[src/timer_pkg.sv]
/*
  shared constants and types for the three-channel capture timer core.
  assumes a single system clock; all other inputs are synchronous to it.
*/
package timer_pkg;
  // ==========================================================
  // widths and counts
  localparam int          NUM_CH     = 3;
  localparam int          CNT_W      = 16;
  localparam logic [15:0] CNT_MAX    = 16'hFFFF;
  localparam logic [15:0] CNT_ZERO   = 16'h0000;
  localparam int          PRE_W      = 7;
  // master-clock divider taps: /2, /8, /32, /128
  localparam int          DIV2_BIT   = 0;
  localparam int          DIV8_BIT   = 2;
  localparam int          DIV32_BIT  = 4;
  localparam int          DIV128_BIT = 6;

  // ==========================================================
  // clock source select codes
  localparam logic [2:0] SRC_INT1 = 3'h0;
  localparam logic [2:0] SRC_INT2 = 3'h1;
  localparam logic [2:0] SRC_INT3 = 3'h2;
  localparam logic [2:0] SRC_INT4 = 3'h3;
  localparam logic [2:0] SRC_INT5 = 3'h4;
  localparam logic [2:0] SRC_XC0  = 3'h5;
  localparam logic [2:0] SRC_XC1  = 3'h6;
  localparam logic [2:0] SRC_XC2  = 3'h7;

  // gate select codes
  localparam logic [1:0] GATE_NONE = 2'h0;
  localparam logic [1:0] GATE_XC0  = 2'h1;
  localparam logic [1:0] GATE_XC1  = 2'h2;
  localparam logic [1:0] GATE_XC2  = 2'h3;

  // edge choices for loads and external triggers
  localparam logic [1:0] EDGE_NONE = 2'h0;
  localparam logic [1:0] EDGE_RISE = 2'h1;
  localparam logic [1:0] EDGE_FALL = 2'h2;
  localparam logic [1:0] EDGE_BOTH = 2'h3;

  // waveform external event source codes
  localparam logic [1:0] EVT_LINE_B = 2'h0;
  localparam logic [1:0] EVT_XC0    = 2'h1;
  localparam logic [1:0] EVT_XC1    = 2'h2;
  localparam logic [1:0] EVT_XC2    = 2'h3;

  // per-channel external clock routing codes
  localparam logic [1:0] ROUTE_PIN  = 2'h0;
  localparam logic [1:0] ROUTE_ALT1 = 2'h2;
  localparam logic [1:0] ROUTE_ALT2 = 2'h3;

  // per-channel state
  typedef struct packed {
    logic [15:0] count;
    logic [15:0] cap_a;
    logic [15:0] cap_b;
    logic        clk_en;
    logic        clk_run;
    logic        trig_pend;
    logic        a_loaded;
    logic        b_loaded;
    logic        a_unread;
    logic        b_unread;
    logic        ovf_flag;
    logic        ovr_flag;
    logic        clk_prev;
    logic        line_a_prev;
    logic        line_b_prev;
    logic        evt_prev;
  } chan_s;

  // whole-block state
  typedef struct packed {
    logic [PRE_W-1:0] prescale;
    logic [2:0]       slow_prev;
    chan_s [2:0]      ch;
  } timer_s;
endpackage

[src/timer_channel_capture_core.sv]
/*
  three 16-bit timer channels with clock select, gating, clock control,
  triggers and dual capture. assumes every input is already synchronous
  to i_sys_clk; external clocks and triggers are sampled on that clock.
*/
`timescale 1ns/1ps

module timer_channel_capture_core
  import timer_pkg::*;
(
  input  wire logic                 i_sys_clk,
  input  wire logic                 i_resetn,
  input  wire logic                 i_slow_clock,
  input  wire logic [2:0]           i_ext_clock_pin,
  input  wire logic [1:0]           i_route_sel [3],
  input  wire logic                 i_block_sync,
  input  wire logic [2:0]           i_clock_source_select [3],
  input  wire logic [2:0]           i_clock_invert,
  input  wire logic [1:0]           i_clock_gate_select [3],
  input  wire logic [2:0]           i_wave_mode,
  input  wire logic [2:0]           i_clock_enable_cmd,
  input  wire logic [2:0]           i_clock_disable_cmd,
  input  wire logic [2:0]           i_soft_trigger_cmd,
  input  wire logic [2:0]           i_second_capture_load_disable,
  input  wire logic [2:0]           i_period_compare_disable,
  input  wire logic [2:0]           i_second_capture_load_halt,
  input  wire logic [2:0]           i_period_compare_halt,
  input  wire logic [2:0]           i_period_compare_trigger_en,
  input  wire logic [15:0]          i_period_compare_reg [3],
  input  wire logic [2:0]           i_cap_trig_on_line_a,
  input  wire logic [1:0]           i_ext_trigger_edge [3],
  input  wire logic [1:0]           i_ext_event_select [3],
  input  wire logic [2:0]           i_ext_event_trigger_en,
  input  wire logic [1:0]           i_first_load_edge [3],
  input  wire logic [1:0]           i_second_load_edge [3],
  input  wire logic [2:0]           i_status_read,
  input  wire logic [2:0]           i_first_capture_read,
  input  wire logic [2:0]           i_second_capture_read,
  input  wire logic [2:0]           i_io_line_a_in,
  input  wire logic [2:0]           i_io_line_b_in,
  input  wire logic [2:0]           i_io_line_a_wave,
  input  wire logic [2:0]           i_io_line_b_wave,
  output logic      [15:0]          o_counter_value [3],
  output logic      [15:0]          o_first_capture_reg [3],
  output logic      [15:0]          o_second_capture_reg [3],
  output logic      [2:0]           o_counter_overflow_flag,
  output logic      [2:0]           o_load_overrun_flag,
  output logic      [2:0]           o_clock_running_flag,
  output logic      [2:0]           o_clock_started,
  output logic      [2:0]           o_io_line_a_out,
  output logic      [2:0]           o_io_line_a_oe,
  output logic      [2:0]           o_io_line_b_out,
  output logic      [2:0]           o_io_line_b_oe
);
  import timer_pkg::*;

  // ==========================================================
  // state
  timer_s state_r;
  timer_s state_nxt;

  // divided master clock levels and the resampled slow clock
  logic [PRE_W-1:0] pre_next;
  logic [4:0]       int_clk;
  logic [2:0]       xc [3];

  // prescaler rolls freely; internal clocks 1-4 are its counter bits as levels, 5 is the slow clock
  always_comb begin
    pre_next = state_r.prescale + 7'h01;
    int_clk[0] = state_r.prescale[DIV2_BIT];
    int_clk[1] = state_r.prescale[DIV8_BIT];
    int_clk[2] = state_r.prescale[DIV32_BIT];
    int_clk[3] = state_r.prescale[DIV128_BIT];
    int_clk[4] = state_r.slow_prev[1];
  end

  // ==========================================================
  // external clock routing: pin or another channel's line a
  // route code 1 is unused and reads as all zeros, so a channel
  // left on it sees no external clock at all
  genvar g;
  generate
    for (g = 0; g < NUM_CH; g++) begin : g_route
      always_comb begin
        logic [2:0] la;
        la = i_io_line_a_in;
        case (i_route_sel[g])
          ROUTE_PIN:  xc[g] = {i_ext_clock_pin[2], i_ext_clock_pin[1], i_ext_clock_pin[0]};
          ROUTE_ALT1: xc[g] = {la[(g+2)%3], la[(g+2)%3], la[(g+1)%3]};
          ROUTE_ALT2: xc[g] = {la[(g+1)%3], la[(g+2)%3], la[(g+2)%3]};
          default:    xc[g] = 3'h0;
        endcase
      end
    end
  endgenerate

  // ==========================================================
  // per-channel next-state
  always_comb begin
    state_nxt = state_r;
    state_nxt.prescale = pre_next;
    state_nxt.slow_prev = {state_r.slow_prev[1:0], i_slow_clock};
    for (int c = 0; c < NUM_CH; c++) begin
      logic       sel_clk;
      logic       gate;
      logic       tick;
      logic       la_rise;
      logic       la_fall;
      logic       lb_rise;
      logic       lb_fall;
      logic       evt;
      logic       evt_hit;
      logic       trig;
      logic       match;
      logic       ld_a;
      logic       ld_b;
      logic       stop;
      logic [1:0] tedge;
      chan_s      s;

      // defaults first so no path leaves a temporary undriven
      sel_clk = 1'b0;
      gate    = 1'b1;
      evt     = 1'b0;
      s       = state_r.ch[c];

      // ------------------------------------------------------
      // clock select, invert, gate
      // the selected clock is a level sampled on i_sys_clk;
      // its rising edge is found against the copy held in clk_prev,
      // so an external clock must hold each level one full period
      case (i_clock_source_select[c])
        SRC_INT1: sel_clk = int_clk[0];
        SRC_INT2: sel_clk = int_clk[1];
        SRC_INT3: sel_clk = int_clk[2];
        SRC_INT4: sel_clk = int_clk[3];
        SRC_INT5: sel_clk = int_clk[4];
        SRC_XC0:  sel_clk = xc[c][0];
        SRC_XC1:  sel_clk = xc[c][1];
        default:  sel_clk = xc[c][2];
      endcase
      sel_clk = sel_clk ^ i_clock_invert[c];
      case (i_clock_gate_select[c])
        GATE_XC0: gate = xc[c][0];
        GATE_XC1: gate = xc[c][1];
        GATE_XC2: gate = xc[c][2];
        default:  gate = 1'b1;
      endcase

      // ------------------------------------------------------
      // a tick needs enable and run both set, so a disabled or
      // stopped clock freezes the count without losing its value
      // active edge of selected clock, qualified by run and gate
      tick = sel_clk & ~s.clk_prev & gate & s.clk_en & s.clk_run;
      state_nxt.ch[c].clk_prev = sel_clk;

      // ------------------------------------------------------
      // line edges for capture and trigger
      // both lines keep a registered copy; an edge is a difference
      // between the pin now and that copy
      la_rise = i_io_line_a_in[c] & ~s.line_a_prev;
      la_fall = ~i_io_line_a_in[c] & s.line_a_prev;
      lb_rise = i_io_line_b_in[c] & ~s.line_b_prev;
      lb_fall = ~i_io_line_b_in[c] & s.line_b_prev;
      state_nxt.ch[c].line_a_prev = i_io_line_a_in[c];
      state_nxt.ch[c].line_b_prev = i_io_line_b_in[c];

      // ------------------------------------------------------
      // external trigger source depends on mode
      // waveform picks line b or an external select and only fires
      // when the event trigger enable is set; capture picks a or b
      if (i_wave_mode[c]) begin
        case (i_ext_event_select[c])
          EVT_XC0: evt = xc[c][0];
          EVT_XC1: evt = xc[c][1];
          EVT_XC2: evt = xc[c][2];
          default: evt = i_io_line_b_in[c];
        endcase
      end else begin
        evt = i_cap_trig_on_line_a[c] ? i_io_line_a_in[c] : i_io_line_b_in[c];
      end
      state_nxt.ch[c].evt_prev = evt;
      tedge = i_ext_trigger_edge[c];
      evt_hit = ((tedge == EDGE_RISE || tedge == EDGE_BOTH) & evt & ~s.evt_prev) |
                ((tedge == EDGE_FALL || tedge == EDGE_BOTH) & ~evt & s.evt_prev);
      if (i_wave_mode[c] && !i_ext_event_trigger_en[c]) begin
        evt_hit = 1'b0;
      end

      // compare holds while the count sits on the value, so a slow
      // clock repeats the trigger; one still seen at the clearing tick re-marks it, so zero holds for one more tick
      match = (s.count == i_period_compare_reg[c]);
      // any trigger source
      // software, block sync, external event and period match all
      // land on the same pending-clear path
      trig = i_soft_trigger_cmd[c] | i_block_sync | evt_hit |
             (match & i_period_compare_trigger_en[c]);

      // ------------------------------------------------------
      // capture loads with sequencing
      // first register waits for the second after its own load; the
      // second needs one first load since the last trigger or reset, then reloads on each edge; a trigger resets both sequences
      ld_a = 1'b0;
      ld_b = 1'b0;
      if (!i_wave_mode[c]) begin
        ld_a = ((i_first_load_edge[c] == EDGE_RISE || i_first_load_edge[c] == EDGE_BOTH)
                & la_rise) |
               ((i_first_load_edge[c] == EDGE_FALL || i_first_load_edge[c] == EDGE_BOTH)
                & la_fall);
        ld_b = ((i_second_load_edge[c] == EDGE_RISE || i_second_load_edge[c] == EDGE_BOTH)
                & la_rise) |
               ((i_second_load_edge[c] == EDGE_FALL || i_second_load_edge[c] == EDGE_BOTH)
                & la_fall);
        ld_a = ld_a & (~s.a_loaded | s.b_loaded);
        ld_b = ld_b & s.a_loaded & ~ld_a;
      end

      // ------------------------------------------------------
      // read side effects first, so a same-cycle event wins
      // a flag set and its read in one cycle leaves the flag set,
      // so software never loses an event it has not yet seen
      if (i_status_read[c]) begin
        state_nxt.ch[c].ovf_flag = 1'b0;
        state_nxt.ch[c].ovr_flag = 1'b0;
      end
      if (i_first_capture_read[c]) state_nxt.ch[c].a_unread = 1'b0;
      if (i_second_capture_read[c]) state_nxt.ch[c].b_unread = 1'b0;
      if (ld_a) begin
        state_nxt.ch[c].cap_a = s.count;
        state_nxt.ch[c].a_loaded = 1'b1;
        state_nxt.ch[c].b_loaded = 1'b0;
        state_nxt.ch[c].a_unread = 1'b1;
        if (s.a_unread) state_nxt.ch[c].ovr_flag = 1'b1;
      end
      if (ld_b) begin
        state_nxt.ch[c].cap_b = s.count;
        state_nxt.ch[c].b_loaded = 1'b1;
        state_nxt.ch[c].b_unread = 1'b1;
        if (s.b_unread) state_nxt.ch[c].ovr_flag = 1'b1;
      end

      // ------------------------------------------------------
      // stop events: second load in capture, period match in waveform
      stop = i_wave_mode[c] ? (match & i_period_compare_halt[c])
                            : (ld_b & i_second_capture_load_halt[c]);

      // ------------------------------------------------------
      // counting and trigger-pending clear at next active edge
      // a trigger only marks the clear; the count stays readable and
      // unchanged until the selected clock next rises
      if (trig) begin
        state_nxt.ch[c].trig_pend = 1'b1;
        state_nxt.ch[c].a_loaded = 1'b0;
        state_nxt.ch[c].b_loaded = 1'b0;
      end
      if (tick) begin
        if (s.trig_pend) begin
          state_nxt.ch[c].count = CNT_ZERO;
          state_nxt.ch[c].trig_pend = trig;
        end else begin
          state_nxt.ch[c].count = s.count + 16'h0001;
          if (s.count == CNT_MAX) state_nxt.ch[c].ovf_flag = 1'b1;
        end
      end

      // start/stop only while enabled; trigger start wins over stop
      if (s.clk_en) begin
        if (stop) state_nxt.ch[c].clk_run = 1'b0;
        if (trig) state_nxt.ch[c].clk_run = 1'b1;
      end

      // enable/disable commands and automatic disable
      // disable outranks enable so a same-cycle pair leaves it off
      if (i_clock_disable_cmd[c] ||
          (!i_wave_mode[c] && ld_b && i_second_capture_load_disable[c]) ||
          (i_wave_mode[c] && match && i_period_compare_disable[c])) begin
        state_nxt.ch[c].clk_en = 1'b0;
      end else if (i_clock_enable_cmd[c]) begin
        state_nxt.ch[c].clk_en = 1'b1;
      end
    end
  end

  // ==========================================================
  // state register
  // synchronous active-low reset clears every channel to idle
  always_ff @(posedge i_sys_clk) begin
    if (!i_resetn) begin
      state_r <= '0;
    end else begin
      state_r <= state_nxt;
    end
  end

  // ==========================================================
  // outputs
  generate
    for (g = 0; g < NUM_CH; g++) begin : g_out
      assign o_counter_value[g]         = state_r.ch[g].count;
      assign o_first_capture_reg[g]     = state_r.ch[g].cap_a;
      assign o_second_capture_reg[g]    = state_r.ch[g].cap_b;
      assign o_counter_overflow_flag[g] = state_r.ch[g].ovf_flag;
      assign o_load_overrun_flag[g]     = state_r.ch[g].ovr_flag;
      assign o_clock_running_flag[g]    = state_r.ch[g].clk_en;
      assign o_clock_started[g]         = state_r.ch[g].clk_run;
      // line drivers by mode
      // oe is high while the core drives the line
      assign o_io_line_a_out[g] = i_io_line_a_wave[g];
      assign o_io_line_a_oe[g]  = i_wave_mode[g];
      assign o_io_line_b_out[g] = i_io_line_b_wave[g];
      assign o_io_line_b_oe[g]  = i_wave_mode[g] &
                                  ~(i_ext_event_trigger_en[g] &
                                    (i_ext_event_select[g] == EVT_LINE_B));
    end
  endgenerate
endmodule

[config.mk]
export PLATFORM = sky130hd
export DESIGN_NAME = timer_channel_capture_core
export DESIGN_NICKNAME = d
export VERILOG_FILES = /design/src/timer_pkg.sv /design/src/timer_channel_capture_core.sv
export SDC_FILE = /design/constraint.sdc
export NUM_CORES = 1
export LEC_CHECK = 0
export ABC_AREA = 0
export BUFFER_PORTS_ARGS = -buffer_cell sky130_fd_sc_hd__buf_4
export CORE_UTILIZATION = 52
export CTS_BUF_LIST = sky130_fd_sc_hd__clkbuf_16
export DETAILED_ROUTE_END_ITERATION = 8
export PLACE_DENSITY_LB_ADDON = 0.2
export SLEW_MARGIN = 20
export SYNTH_ARGS = -nofsm -noshare
export SYNTH_HDL_FRONTEND = slang
export SYNTH_SLANG_ARGS = --single-unit
[constraint.sdc]
create_clock -name i_sys_clk -period 2.9 [get_ports i_sys_clk]
set_input_delay 0.145 -clock i_sys_clk [delete_from_list [all_inputs] [get_ports i_sys_clk]]
set_output_delay 0.145 -clock i_sys_clk [all_outputs]
set_load 0.01 [all_outputs]
### After elaboration in Yosys (flattened, before gate mapping)

Index checks and enable logic that the tools add are counted.
Widths: inputs -> output; s select.

| storage, ports and cells | value |
|---|---|
| logic and storage cells | 403 |
| register bits | 189 |

| operators by class | value |
|---|---|
| eq/ne operators | 75 |
| add/subtract/negate cells | 4 |
| reduce and logical (&&, ||, !) cells | 75 |
| muxes and demuxes | 87 |
| bitwise logic cells | 115 |

Operator list:

| kind | number |
|---|---|
| $eq 2x2->1 const B | 36 |
| $and 1x1->1 | 66 |
| $mux 1 | 63 |
| $add 16x1->16 const B | 3 |
| $eq 16x16->1 | 3 |
| $eq 16x16->1 const B | 3 |
| $mux 16 | 3 |
| $eq 2x1->1 const B | 15 |
| $eq 3x3->1 const B | 9 |
| $pmux 3 s3 | 3 |
| $not 1->1 | 25 |
| $logic_or 1x1->1 | 24 |
| $reduce_bool 2->1 | 12 |
| $or 1x1->1 | 21 |
| $pmux 1 s7 | 3 |
| $eq 3x2->1 const B | 6 |
| $mux 3 | 6 |
| $pmux 1 s3 | 6 |
| $logic_and 1x1->1 | 15 |
| $logic_not 2->1 | 6 |
| $reduce_or 2->1 | 6 |
| $eq 3x1->1 const B | 3 |
| $logic_not 3->1 | 3 |
| $add 7x1->7 const B | 1 |
| 4 further kinds | 15 |

### Logic depth before layout (Yosys ltp)

Gate-level depths: netlist of the first run.

| depth | value |
|---|---|
| word-level depth | 14 |
| gate-level depth with buffers | 11 |
| depth with buffers taken out | 8 |

### Worst setup path before layout of the first run

OpenSTA, ideal clock, no wires.

| path | value |
|---|---|
| path kind | input port to flip-flop |
| from | in i_route_sel[5] in the netlist's numbering |
| to | reg state_r, in the netlist o_counter_value[35] |
| path slack | 0.640 ns |
| stages on the path | 9 |
| arrival time | 2.190 ns |
| path through | buf_2 or3b_1 a21o_1 a32oi_1 mux2i_1 o21ai_2 buf_2 or4_1 a21oi_1 |

| on the way | value |
|---|---|
| word-level cells in the longest chain between the ends | 8 |
| elaborated cells between the ends (all ways) | 11 |

RTL lines:

| what | line | source |
|---|---|---|
| start: declaration | timer_channel_capture_core.sv:15 | `input wire logic [1:0] i_route_sel [3],` |
| $eq 2x2->1 / $logic_not 2->1 (equally long branches) | timer_channel_capture_core.sv:87 | `case (i_route_sel[g])` |
| $pmux 3 s3 (*) | timer_channel_capture_core.sv:87 |  |
| $pmux 1 s7 | timer_channel_capture_core.sv:132 | `case (i_clock_source_select[c])` |
| $xor 1x1->1 | timer_channel_capture_core.sv:142 | `sel_clk = sel_clk ^ i_clock_invert[c];` |
| $and 1x1->1 | timer_channel_capture_core.sv:154 | `tick = sel_clk & ~s.clk_prev & gate & s.clk_en & s.clk_run;` |
| $and 1x1->1 (*) (3 in series) | timer_channel_capture_core.sv:154 |  |
| end signal: assignment | timer_channel_capture_core.sv:291 | `state_r <= state_nxt;` |
| end: declaration | timer_channel_capture_core.sv:59 | `timer_s state_r;` |

Mark *: on every way between the ends. The rest lies on a longest branch, timed or not.
A chain may end at the register's enable or synchronous reset.

### Worst setup path in the final report of the first run

| path | value |
|---|---|
| from | in i_io_line_a_in[2] |
| to | reg state_r, in the netlist o_clock_running_flag[2] |

| on the way | value |
|---|---|
| word-level cells in the longest chain between the ends | 13 |
| elaborated cells between the ends (all ways) | 19 |

RTL lines:

| what | line | source |
|---|---|---|
| start: declaration | timer_channel_capture_core.sv:39 | `input wire logic [2:0] i_io_line_a_in,` |
| $not 1->1 | timer_channel_capture_core.sv:162 | `la_fall = ~i_io_line_a_in[c] & s.line_a_prev;` |
| $and 1x1->1 | timer_channel_capture_core.sv:162 |  |
| $and 1x1->1 | timer_channel_capture_core.sv:209 | `& la_fall);` |
| $or 1x1->1 | timer_channel_capture_core.sv:207 | `& la_rise) \|` |
| $and 1x1->1 | timer_channel_capture_core.sv:214 | `ld_a = ld_a & (~s.a_loaded \| s.b_loaded);` |
| $not 1->1 | timer_channel_capture_core.sv:215 | `ld_b = ld_b & s.a_loaded & ~ld_a;` |
| $and 1x1->1 (*) | timer_channel_capture_core.sv:215 |  |
| $mux 1 (*) | timer_channel_capture_core.sv:205 | `if (!i_wave_mode[c]) begin` |
| $logic_and 1x1->1 (*) (2 in series) | timer_channel_capture_core.sv:275 | `(!i_wave_mode[c] && ld_b && i_second_capture_load_disable[c]) \|\|` |
| $logic_or 1x1->1 (*) | timer_channel_capture_core.sv:274 | `if (i_clock_disable_cmd[c] \|\|` |
| $logic_or 1x1->1 (*) | timer_channel_capture_core.sv:275 |  |
| $reduce_or 2->1 (no source line) (*) | - |  |

Marked as above.

==> qor.txt, run 1 <==
Required @ worst endpoint: 3.22 ns
Hold Path Class: input port to flip-flop
Max-slew headroom: 33.98%
Iteration-0 DRC Markers: 546
register share of total power: 47.1%
clock latency on the worst-skew pair: 0.44 ns
Die Y: 145.4 microns
core footprint: 20230 sq um
GRT overflow: 0
dpl cells: 1607
num rows: 52
DIE WIDTH: 145.4 microns
Critical Path, Cell by Cell: dlygate4sd3_1 -> buf_4 -> nor2b_1 -> a22oi_1 -> a21oi_1 -> or4b_2 -> buf_6 -> o221ai_1 -> a21oi_1 -> dlygate4sd3_1
worst slew pin tran: 0.9890 ns
Num CTS Buffers: 17
share of layout cells above drive strength 1: 29.99%
sw frac: 26.13%
first-pass GRT wire length: 45.03 mm
Final Skew: 0.01610 ns
number of max-cap violations: 0
Comb pwr share: 10.3%
CP top delay family: buffers and inverters
ranking of synthesized cells by area: dfxtp_1, buf_4, mux2i_1, nor2_1, xnor2_1
Post-Synth Simple-Gate Area: 17.83%
max-slew violations: 0
initial core utilization: 52.88%
post-route cell area: 12790 sq um
clk slew on worst S/H paths: 0.07 ns
area of the mapped netlist: 10700 sq um
fmax: 362.9 MHz
Ant. Diodes: 0
Period minus WS final: 2.755 ns
CTS Sinks: 189
CP Buf/Inv Count: 4
crit path launch type: input port
Final Core Density: 63.23%
switching power: 1.471 mW
critical path peak fanout: 19
Fin Setup TNS: 0 ns
XOR/XNOR Fraction of Synth Area: 4.491%
RSZ-0062 raised after global routing: no
Syn Nets: 1407
Post-Synth Adder-Cell Area: 0.4678%
via count: 8981
Final Setup Violations: 0
CP peak stage delay: 0.70 ns
VDD IR max: 369.7 uV
CP max-delay cell: or4b_2
Mean Syn Cell Area: 8.587 sq um
Seq/Total Area, Yosys: 35.36%
Synth Flop Type: dfxtp_1
post-synth cell types: 75
initial antenna violation count: 0
CTS max path bufs: 2
area grow syn2layout: 19.59%
post-synthesis mux area share: 10.53%
TritonCTS clock tree: yes
fin nets: 1532
# IOs: 325
post-synthesis compound-gate area fraction: 14.92%
Post-CTS Setup Repair Bufs: 0
vias in the first global route: 8615
post-route insts no fill: 1654
CP Class: input port to flip-flop
drt pass-1 iters: 4
post-route ant nets: 0
FF/Latch Area: 3784 sq um
synth warn: 0
Root Driver: clkbuf_16
total leakage power: 5.531 nW
die area: 21150 sq um
DP Wirelength: 20.04 mm
Post-Route WL: 28.16 mm
H-tree depth: 4
Pwr per Cell Area: 440.1 nW/um^2
Hold Fails Final Rpt: 0
Hold Slack: 0.02182 ns
area share of the largest cell type after synthesis: 35.36%
P_int: 4.159 mW
clock power share: 42.6%
main combinational cell family by area after synthesis: simple AND/OR/NAND/NOR gates
Fill cells: 1777
Post-Synthesis Cells: 1246
GRT Total Usage: 26.21%
Placement Cell Area: 12030 sq um
outcome: completed
vias per cell: 5.430
Tcrit/Tclk final: 95.01%
Synth area leader: dfxtp_1
WL/cell: 17.02 microns
Post-synth EDFFs: 0
multi-input logic area: 5166 sq um
pin count of the biggest net entering global routing: 81
asr flop ratio synth: 0%
DRC: 0
routability-driven placement congestion ratio: 0.8765
Crit. End Element: flip-flop
Worst EP arrival: 3.08 ns
register bit total from synthesis: 189
PortBufs: 312
==> cell usage after synthesis (5+ instances only) <==
library cell and n:
nor3b_1 9, a31oi_1 18, nand4b_1 6, nand2b_1 14, a22oi_1 7, and3_1 14
buf_4 167, dfxtp_1 189, a211oi_1 14, nand3_1 32, mux2i_1 105, buf_1 7
o22ai_1 6, o21ai_1 9, o31ai_1 15, a21oi_1 54, nand4_1 15, nor2_1 160
or4b_2 5, o21ai_0 29, or3_1 6, nand3b_1 11, inv_1 30, o41ai_2 5
or4_1 9, nor4_1 6, clkbuf_1 66, nand2_1 35, buf_2 13, and2_1 18
o311ai_0 13, xnor2_1 50, nor2b_1 12, o211ai_1 19
==> worst paths after layout <==
kind / start / to / slack [ns] / cells past startpoint
worst max-delay path: i_io_line_a_in[2] / o_clock_running_flag[2] / 0.14 / 10
worst min-delay path: i_first_capture_read[2] / state_r[129] / 0.02 / 4
worst max register to register: state_r[124] / o_clock_running_flag[2] / 0.29 / 8
worst min register to register: state_nxt[184] / int_clk[4] / 0.44 / 1
==> metrics by stage <==
step	total power, mW	setup WS [ns]
floorplan	3.010	0.6397
CTS	5.671	0.07030
global placement	3.268	0.3629
global route	5.830	0.02892
finish	5.631	0.1446
detailed placement	3.275	0.2931
==> layout make-up <==
class                      count  share of cell area [%]
clock buffer                  17                   3.325
clock inverter                15                   1.408
inverter                      31                  0.9290
multi-input combinational    769                   40.38
sequential                   189                   29.57
tap                          270                   2.640
timing repair buffer         363                   21.75
==> cell families after synthesis <==
group           Yosys count
xor+xnor                 54
mux                     111
compound gates          229
simple gates            371
buf+inv                 288
flops                   189
fa+ha+maj                 4
==> layer usage <==
layer / GRT usage [%] / routed length, microns
met1: 34.66 / 12820
met2: 43.73 / 13610
met3: 5.016 / 1419
met4: 7.000 / 306
met5: 0 / 0
==> power groups by stage <==
stage,Sequential [mW],Combinational [mW],Clock [mW]
finish,2.65,0.582,2.40
global route,2.66,0.633,2.54
CTS,2.65,0.582,2.44
detailed placement,2.71,0.563,0
global placement,2.71,0.557,0
floorplan,2.69,0.321,0
==> layout by cell type (no fill, tap or decap), types with 15 or more instances in the layout <==
| master | count |
|---|---|
| buf_4 | 345 |
| dfxtp_1 | 189 |
| nor2_1 | 160 |
| mux2i_1 | 105 |
| a21oi_1 | 54 |
| xnor2_1 | 50 |
| nand2_1 | 35 |
| nand3_1 | 32 |
| inv_1 | 30 |
| o21ai_0 | 29 |
| o211ai_1 | 19 |
| a31oi_1 | 18 |
| and2_1 | 18 |
| clkbuf_16 | 17 |
| nand4_1 | 15 |
| o31ai_1 | 15 |
| dlygate4sd3_1 | 15 |
==> timing repair <==
item | in CTS | in global routing
gates resized for setup | 0 | 2
endpoints found under the setup margin | 0 | 2
endpoints found under the hold margin | 12 | 0
hold buffers | 15 | 0
==> worst min-delay path: cells and delay by family <==
family	cells	cell delay, ns
AND/OR/NAND/NOR	1	0.07
buffers and inverters	2	0.15
AO/OA/AOI/OAI	1	0.05
No activity file was read; power rests on OpenSTA's default activity.
==> inputs of run 2 (changes only) <==
--- a/config.mk
+++ b/config.mk
@@ -10,6 +10,7 @@
 export CORE_UTILIZATION = 52
 export CTS_BUF_LIST = sky130_fd_sc_hd__clkbuf_16
 export DETAILED_ROUTE_END_ITERATION = 8
+export GPL_TIMING_DRIVEN = 0
 export PLACE_DENSITY_LB_ADDON = 0.2
 export SLEW_MARGIN = 20
 export SYNTH_ARGS = -nofsm -noshare
==> qor.txt, run 2 (synthesized netlist as in run 1, its figures left out) <==
outcome: completed
Required @ worst endpoint: 3.22 ns (about the same)
Iteration-0 DRC Markers: 736 (+35%)
Fin Setup TNS: 0 ns (unchanged)
num rows: 52 (unchanged)
routability-driven placement congestion ratio: 0.8926 (+1.8%)
most frequent cells in the layout: buf_4, dfxtp_1, nor2_1
clock latency on the worst-skew pair: 0.44 ns (about the same)
post-route ant nets: 0 (unchanged)
Reg2Reg Depth: 9 (+1)
initial core utilization: 52.88% (unchanged)
initial antenna violation count: 1 (+1)
Post-CTS Setup Repair Bufs: 0 (unchanged)
CTS Sinks: 189 (unchanged)
Root Driver: clkbuf_16
total leakage power: 6.391 nW (+16%)
via count: 10.08k (+12%)
Period minus WS final: 2.647 ns (-0.1089 ns)
pin count of the biggest net entering global routing: 19 (-77%)
max-slew violations: 0 (unchanged)
VDD IR max: 435.5 uV (+18%)
Num CTS Buffers: 17 (unchanged)
vias in the first global route: 9584 (+11%)
CP Class: flip-flop to flip-flop
Total Power: 5.717 mW (+1.5%)
TritonCTS clock tree: yes
RSZ-0062 raised after global routing: no
number of max-cap violations: 0 (unchanged)
crit path launch type: flip-flop
Hold Fails Final Rpt: 0 (unchanged)
worst slew pin tran: 0.9346 ns (-0.05437 ns)
Final Setup Violations: 0 (unchanged)
DRC: 0 (unchanged)
first-pass GRT wire length: 49.62 mm (+10%)
Crit. End Element: flip-flop
WL/cell: 17.06 microns (+0.23%)
fin nets: 1753 (+14%)
fmax: 377.9 MHz (+4.1%)
Final Skew: 0.01132 ns (-0.004779 ns)
critical path peak fanout: 10 (-9)
Pwr per Cell Area: 404.6 nW/um^2 (-8.1%)
CTS max path bufs: 2 (unchanged)
share of layout cells above drive strength 1: 34.95% (+5.0 points)
DP Wirelength: 23.67 mm (+18%)
most common cell after layout, fill and taps aside: buf_4
core footprint: 20230 sq um (unchanged)
vias per cell: 5.375 (-1.0%)
Final Core Density: 69.83% (+6.6 points)
clk slew on worst S/H paths: 0.07 ns (about the same)
hold path depth: 4 (unchanged)
Worst EP arrival: 2.97 ns (-0.11 ns)
Post-Route WL: 32.01 mm (+14%)
dpl cells: 1830 (+14%)
area grow syn2layout: 32.07%
die area: 21150 sq um (unchanged)
PortBufs: 314 (+0.64%)
Hold Path Class: input port to flip-flop
drt pass-1 iters: 5 (+1)
Tcrit/Tclk final: 91.26% (-3.8 points)
# IOs: 325 (unchanged)
H-tree depth: 4 (unchanged)
GRT overflow: 0 (unchanged)
DIE WIDTH: 145.4 microns (unchanged)
GRT Total Usage: 29.51% (+3.3 points)
post-route insts no fill: 1876 (+13%)
Die Y: 145.4 microns (unchanged)
r2r setup slk: 0.25 ns (-0.04 ns)
Max-slew headroom: 37.69% (+3.7 points)
[run 2: cell types whose count changed in the layout (fill, tap and decap cells not counted), moves of 2 or more]
cell           change
inv_6              +4
buf_1              +7
buf_2             +13
dlygate4sd3_1      -2
nor2b_1            +2
clkinv_8           -2
nor2b_2            -2
clkinv_4           -4
buf_6              +2
clkbuf_1          +66
buf_4            +136
[run 2: stage by stage]
step | instance area, sq um | hold slack, ns | setup slack [ns]
final | 14130 | 0.008121 | 0.2535
after floorplan | 10700 | 0.2352 | 0.6397
after global placement | 13390 | 0.3211 | 0.3228
after CTS | 14130 | 0.004612 | 0.2768
after global routing | 14130 | 0.0005481 | 0.1413
after detailed placement | 13390 | 0.3252 | 0.3120
[run 2: area by class of cell]
| type | count | area [sq um] |
|---|---|---|
| Antenna cell | 1 | 2.502 |
| Buffer | 257 | 1638 |
| Clock buffer | 17 | 425.4 |
| Clock inverter | 15 | 177.7 |
| Fill cell | 1682 | 6105 |
| Inverter | 31 | 116.4 |
| Multi-Input combinational cell | 769 | 5161 |
| Sequential cell | 189 | 3784 |
| Tap cell | 270 | 337.8 |
| Timing Repair Buffer | 327 | 2487 |
[run 2: final timing paths]
kind / startpoint / end
max: state_r[2] / o_clock_running_flag[0]
min: i_first_capture_read[2] / state_r[129]
max reg2reg: state_r[2] / o_clock_running_flag[0]
min reg2reg: state_nxt[184] / int_clk[4]
[run 2: timing repair]
| action | in CTS | in global routing |
|---|---|---|
| hold buffers | 13 | 0 |
| gates resized for setup | 0 | 0 |
| endpoints found under the hold margin | 10 | 0 |
[run 2: report_power, final]
| group | switching, mW | internal [mW] |
|---|---|---|
| logic | 0.330 | 0.320 |
| clock network | 1.13 | 1.31 |
| registers | 0.0160 | 2.62 |
[run 2: critical path, stage by stage (launching register included)]
cell and delay (ns):
dfxtp_1 0.31, nor2b_1 0.14, a22oi_1 0.20, a21oi_1 0.08, or4b_2 0.63, clkbuf_1 0.14, buf_2 0.23, o221ai_1 0.19
a21oi_1 0.06, dlygate4sd3_1 0.56
[run 2: metal layers]
layer  global-route usage, %  routed length (microns)
met5                       0                        0
met1                   36.25                    13170
met4                   11.11                      915
met3                   6.708                     2452
met2                   50.31                    15470
==> inputs of run 3 (changes only) <==
--- a/config.mk
+++ b/config.mk
@@ -7,7 +7,7 @@
 export LEC_CHECK = 0
 export ABC_AREA = 0
 export BUFFER_PORTS_ARGS = -buffer_cell sky130_fd_sc_hd__buf_4
-export CORE_UTILIZATION = 52
+export CORE_UTILIZATION = 29
 export CTS_BUF_LIST = sky130_fd_sc_hd__clkbuf_16
 export DETAILED_ROUTE_END_ITERATION = 8
 export GPL_TIMING_DRIVEN = 0
==> qor.txt, run 3 (synthesized netlist as in run 1, its figures left out) <==
outcome: completed
num rows: 69 (+33%)
DIE WIDTH: 194.1 microns (+33%)
CP peak stage delay: 0.63 ns (about the same)
cell mode on critical path: a21oi_1
area grow syn2layout: 35.19%
RSZ-0062 raised after global routing: no
# IOs: 325 (unchanged)
CTS max path bufs: 2 (unchanged)
Root Driver: clkbuf_16
routability-driven placement congestion ratio: 0.8462 (-5.2%)
vias in the first global route: 9609 (+0.26%)
most frequent cells in the layout: buf_4, dfxtp_1, nor2_1
WL/cell: 17.56 microns (+2.9%)
H-tree depth: 4 (unchanged)
r2r setup slk: 0.16 ns (-0.09 ns)
DP Wirelength: 27.26 mm (+15%)
Critical Path, Cell by Cell: nor2b_1 -> a22oi_1 -> a21oi_1 -> or4b_2 -> clkbuf_1 -> clkbuf_2 -> o221ai_1 -> a21oi_1 -> dlygate4sd3_1
Post-Route WL: 36.42 mm (+14%)
most common cell after layout, fill and taps aside: buf_4
DRC: 0 (unchanged)
Max-slew headroom: 36.46% (-1.2 points)
Die Y: 194.1 microns (+33%)
Num CTS Buffers: 17 (unchanged)
Worst Hold Launch: i_clock_enable_cmd[1]
clock latency on the worst-skew pair: 0.45 ns (about the same)
Pwr per Cell Area: 404.9 nW/um^2 (about the same)
worst slew pin tran: 0.9531 ns (+0.01850 ns)
Tcrit/Tclk final: 94.49% (+3.2 points)
CP max-delay cell: or4b_2
Reg2Reg Depth: 9 (unchanged)
pin count of the biggest net entering global routing: 17 (-2)
first-pass GRT wire length: 55.37 mm (+12%)
clk slew on worst S/H paths: 0.07 ns (about the same)
critical path peak fanout: 10 (unchanged)
fmax: 364.9 MHz (-3.4%)
max-slew violations: 0 (unchanged)
initial antenna violation count: 1 (unchanged)
Hold Path Class: input port to flip-flop
crit path launch type: flip-flop
CP Class: flip-flop to flip-flop
VDD IR max: 408.9 uV (-6.1%)
Required @ worst endpoint: 3.24 ns (+0.02 ns)
CTS Sinks: 189 (unchanged)
Crit. End Element: flip-flop
drt pass-1 iters: 5 (unchanged)
via count: 9827 (-2.5%)
total leakage power: 6.426 nW (+0.55%)
Final Skew: 0.01214 ns (+0.0008185 ns)
r2r startpoint: state_r[124]
Worst EP arrival: 3.08 ns (+0.11 ns)
Iteration-0 DRC Markers: 577 (-22%)
vias per cell: 4.738 (-12%)
Final Setup Violations: 0 (unchanged)
core footprint: 35910 sq um (+77%)
post-route cell area: 14460 sq um (+2.4%)
fin nets: 1760 (+0.40%)
Fin Setup TNS: 0 ns (unchanged)
Hold Fails Final Rpt: 0 (unchanged)
PortBufs: 314 (unchanged)
Crit Reg-Reg Endpoint: o_clock_running_flag[2]
number of max-cap violations: 0 (unchanged)
Setup crit start: state_r[124]
initial core utilization: 29.79% (-23 points)
post-route ant nets: 0 (unchanged)
share of layout cells above drive strength 1: 34.93% (about the same)
Fill cells: 3657 (+120%)
GRT Total Usage: 19.14% (-10 points)
die area: 37670 sq um (+78%)
GRT overflow: 0 (unchanged)
CP Capture Point: o_clock_running_flag[2]
Period minus WS final: 2.740 ns (+0.09370 ns)
Placement Cell Area: 13630 sq um (+1.8%)
TritonCTS clock tree: yes
## run 3: worst max-delay path, delay by kind of cell, from the launching register on
kind / cells / cell delay, ns
AO/OA/AOI/OAI: 4 / 0.55
flip-flops: 1 / 0.31
buffers and inverters: 3 / 1.00
AND/OR/NAND/NOR: 2 / 0.76
## run 3: routing by layer
metal  global-route usage, %  up-vias  routed length [microns]
met2                   31.89      306                    17240
met5                       0        -                        0
li1                        -     4904                        -
met3                   3.409       25                     1959
met1                   24.95     4592                    16610
met4                   6.055        0                      610
## run 3: where the power goes
group / leakage (nW) / internal (mW) / switching (mW)
Sequential: 1.53 / 2.62 / 0.0158
Clock: 0.296 / 1.44 / 1.12
Combinational: 4.60 / 0.326 / 0.337
Total: 6.43 / 4.39 / 1.47
## run 3: layout make-up
cell class | count | area, sq um | share of cell area, %
antenna | 1 | 2.502 | 0.01730
buffer | 257 | 1640 | 11.34
clock buffer | 17 | 425.4 | 2.941
clock inverter | 15 | 193.9 | 1.341
inverter | 31 | 116.4 | 0.8045
multi-input combinational | 769 | 5167 | 35.73
sequential | 189 | 3784 | 26.16
tap | 461 | 576.8 | 3.988
timing repair buffer | 334 | 2557 | 17.68
## run 3: worst min-delay path by stage
stage	to	slack (ns)	depth (start not counted)
3_5_place_dp	o_clock_running_flag[0]	0.33	2
6_report	o_clock_running_flag[1]	0.03	3
4_1_cts	o_clock_running_flag[1]	0.0008	3
2_1_floorplan	o_clock_running_flag[0]	0.24	1
5_1_grt	o_counter_overflow_flag[1]	0.03	3
3_3_place_gp	o_clock_running_flag[0]	0.32	2
## run 3: repair_timing
item                                   4_1_cts  5_1_grt
endpoints found under the hold margin       16        0
buffers inserted                             0        0
hold buffers                                20        0
setup endpoints to repair                    0        5
gates resized for setup                      0        4
## run 3: per-stage QoR
step                worst slack (ns)  cells  hold WS [ns]  power [mW]  utilization, %
finish                        0.1598   2074       0.02609       5.857           40.27
floorplan                     0.6397   1246        0.2352       3.010               -
CTS                          0.04325   2073     0.0008249       5.930           40.24
global placement              0.1867   2021        0.3217       3.334           37.96
global route                 0.01676   2074       0.03180       6.074           40.27
detailed placement            0.1661   2021        0.3251       3.339           37.96
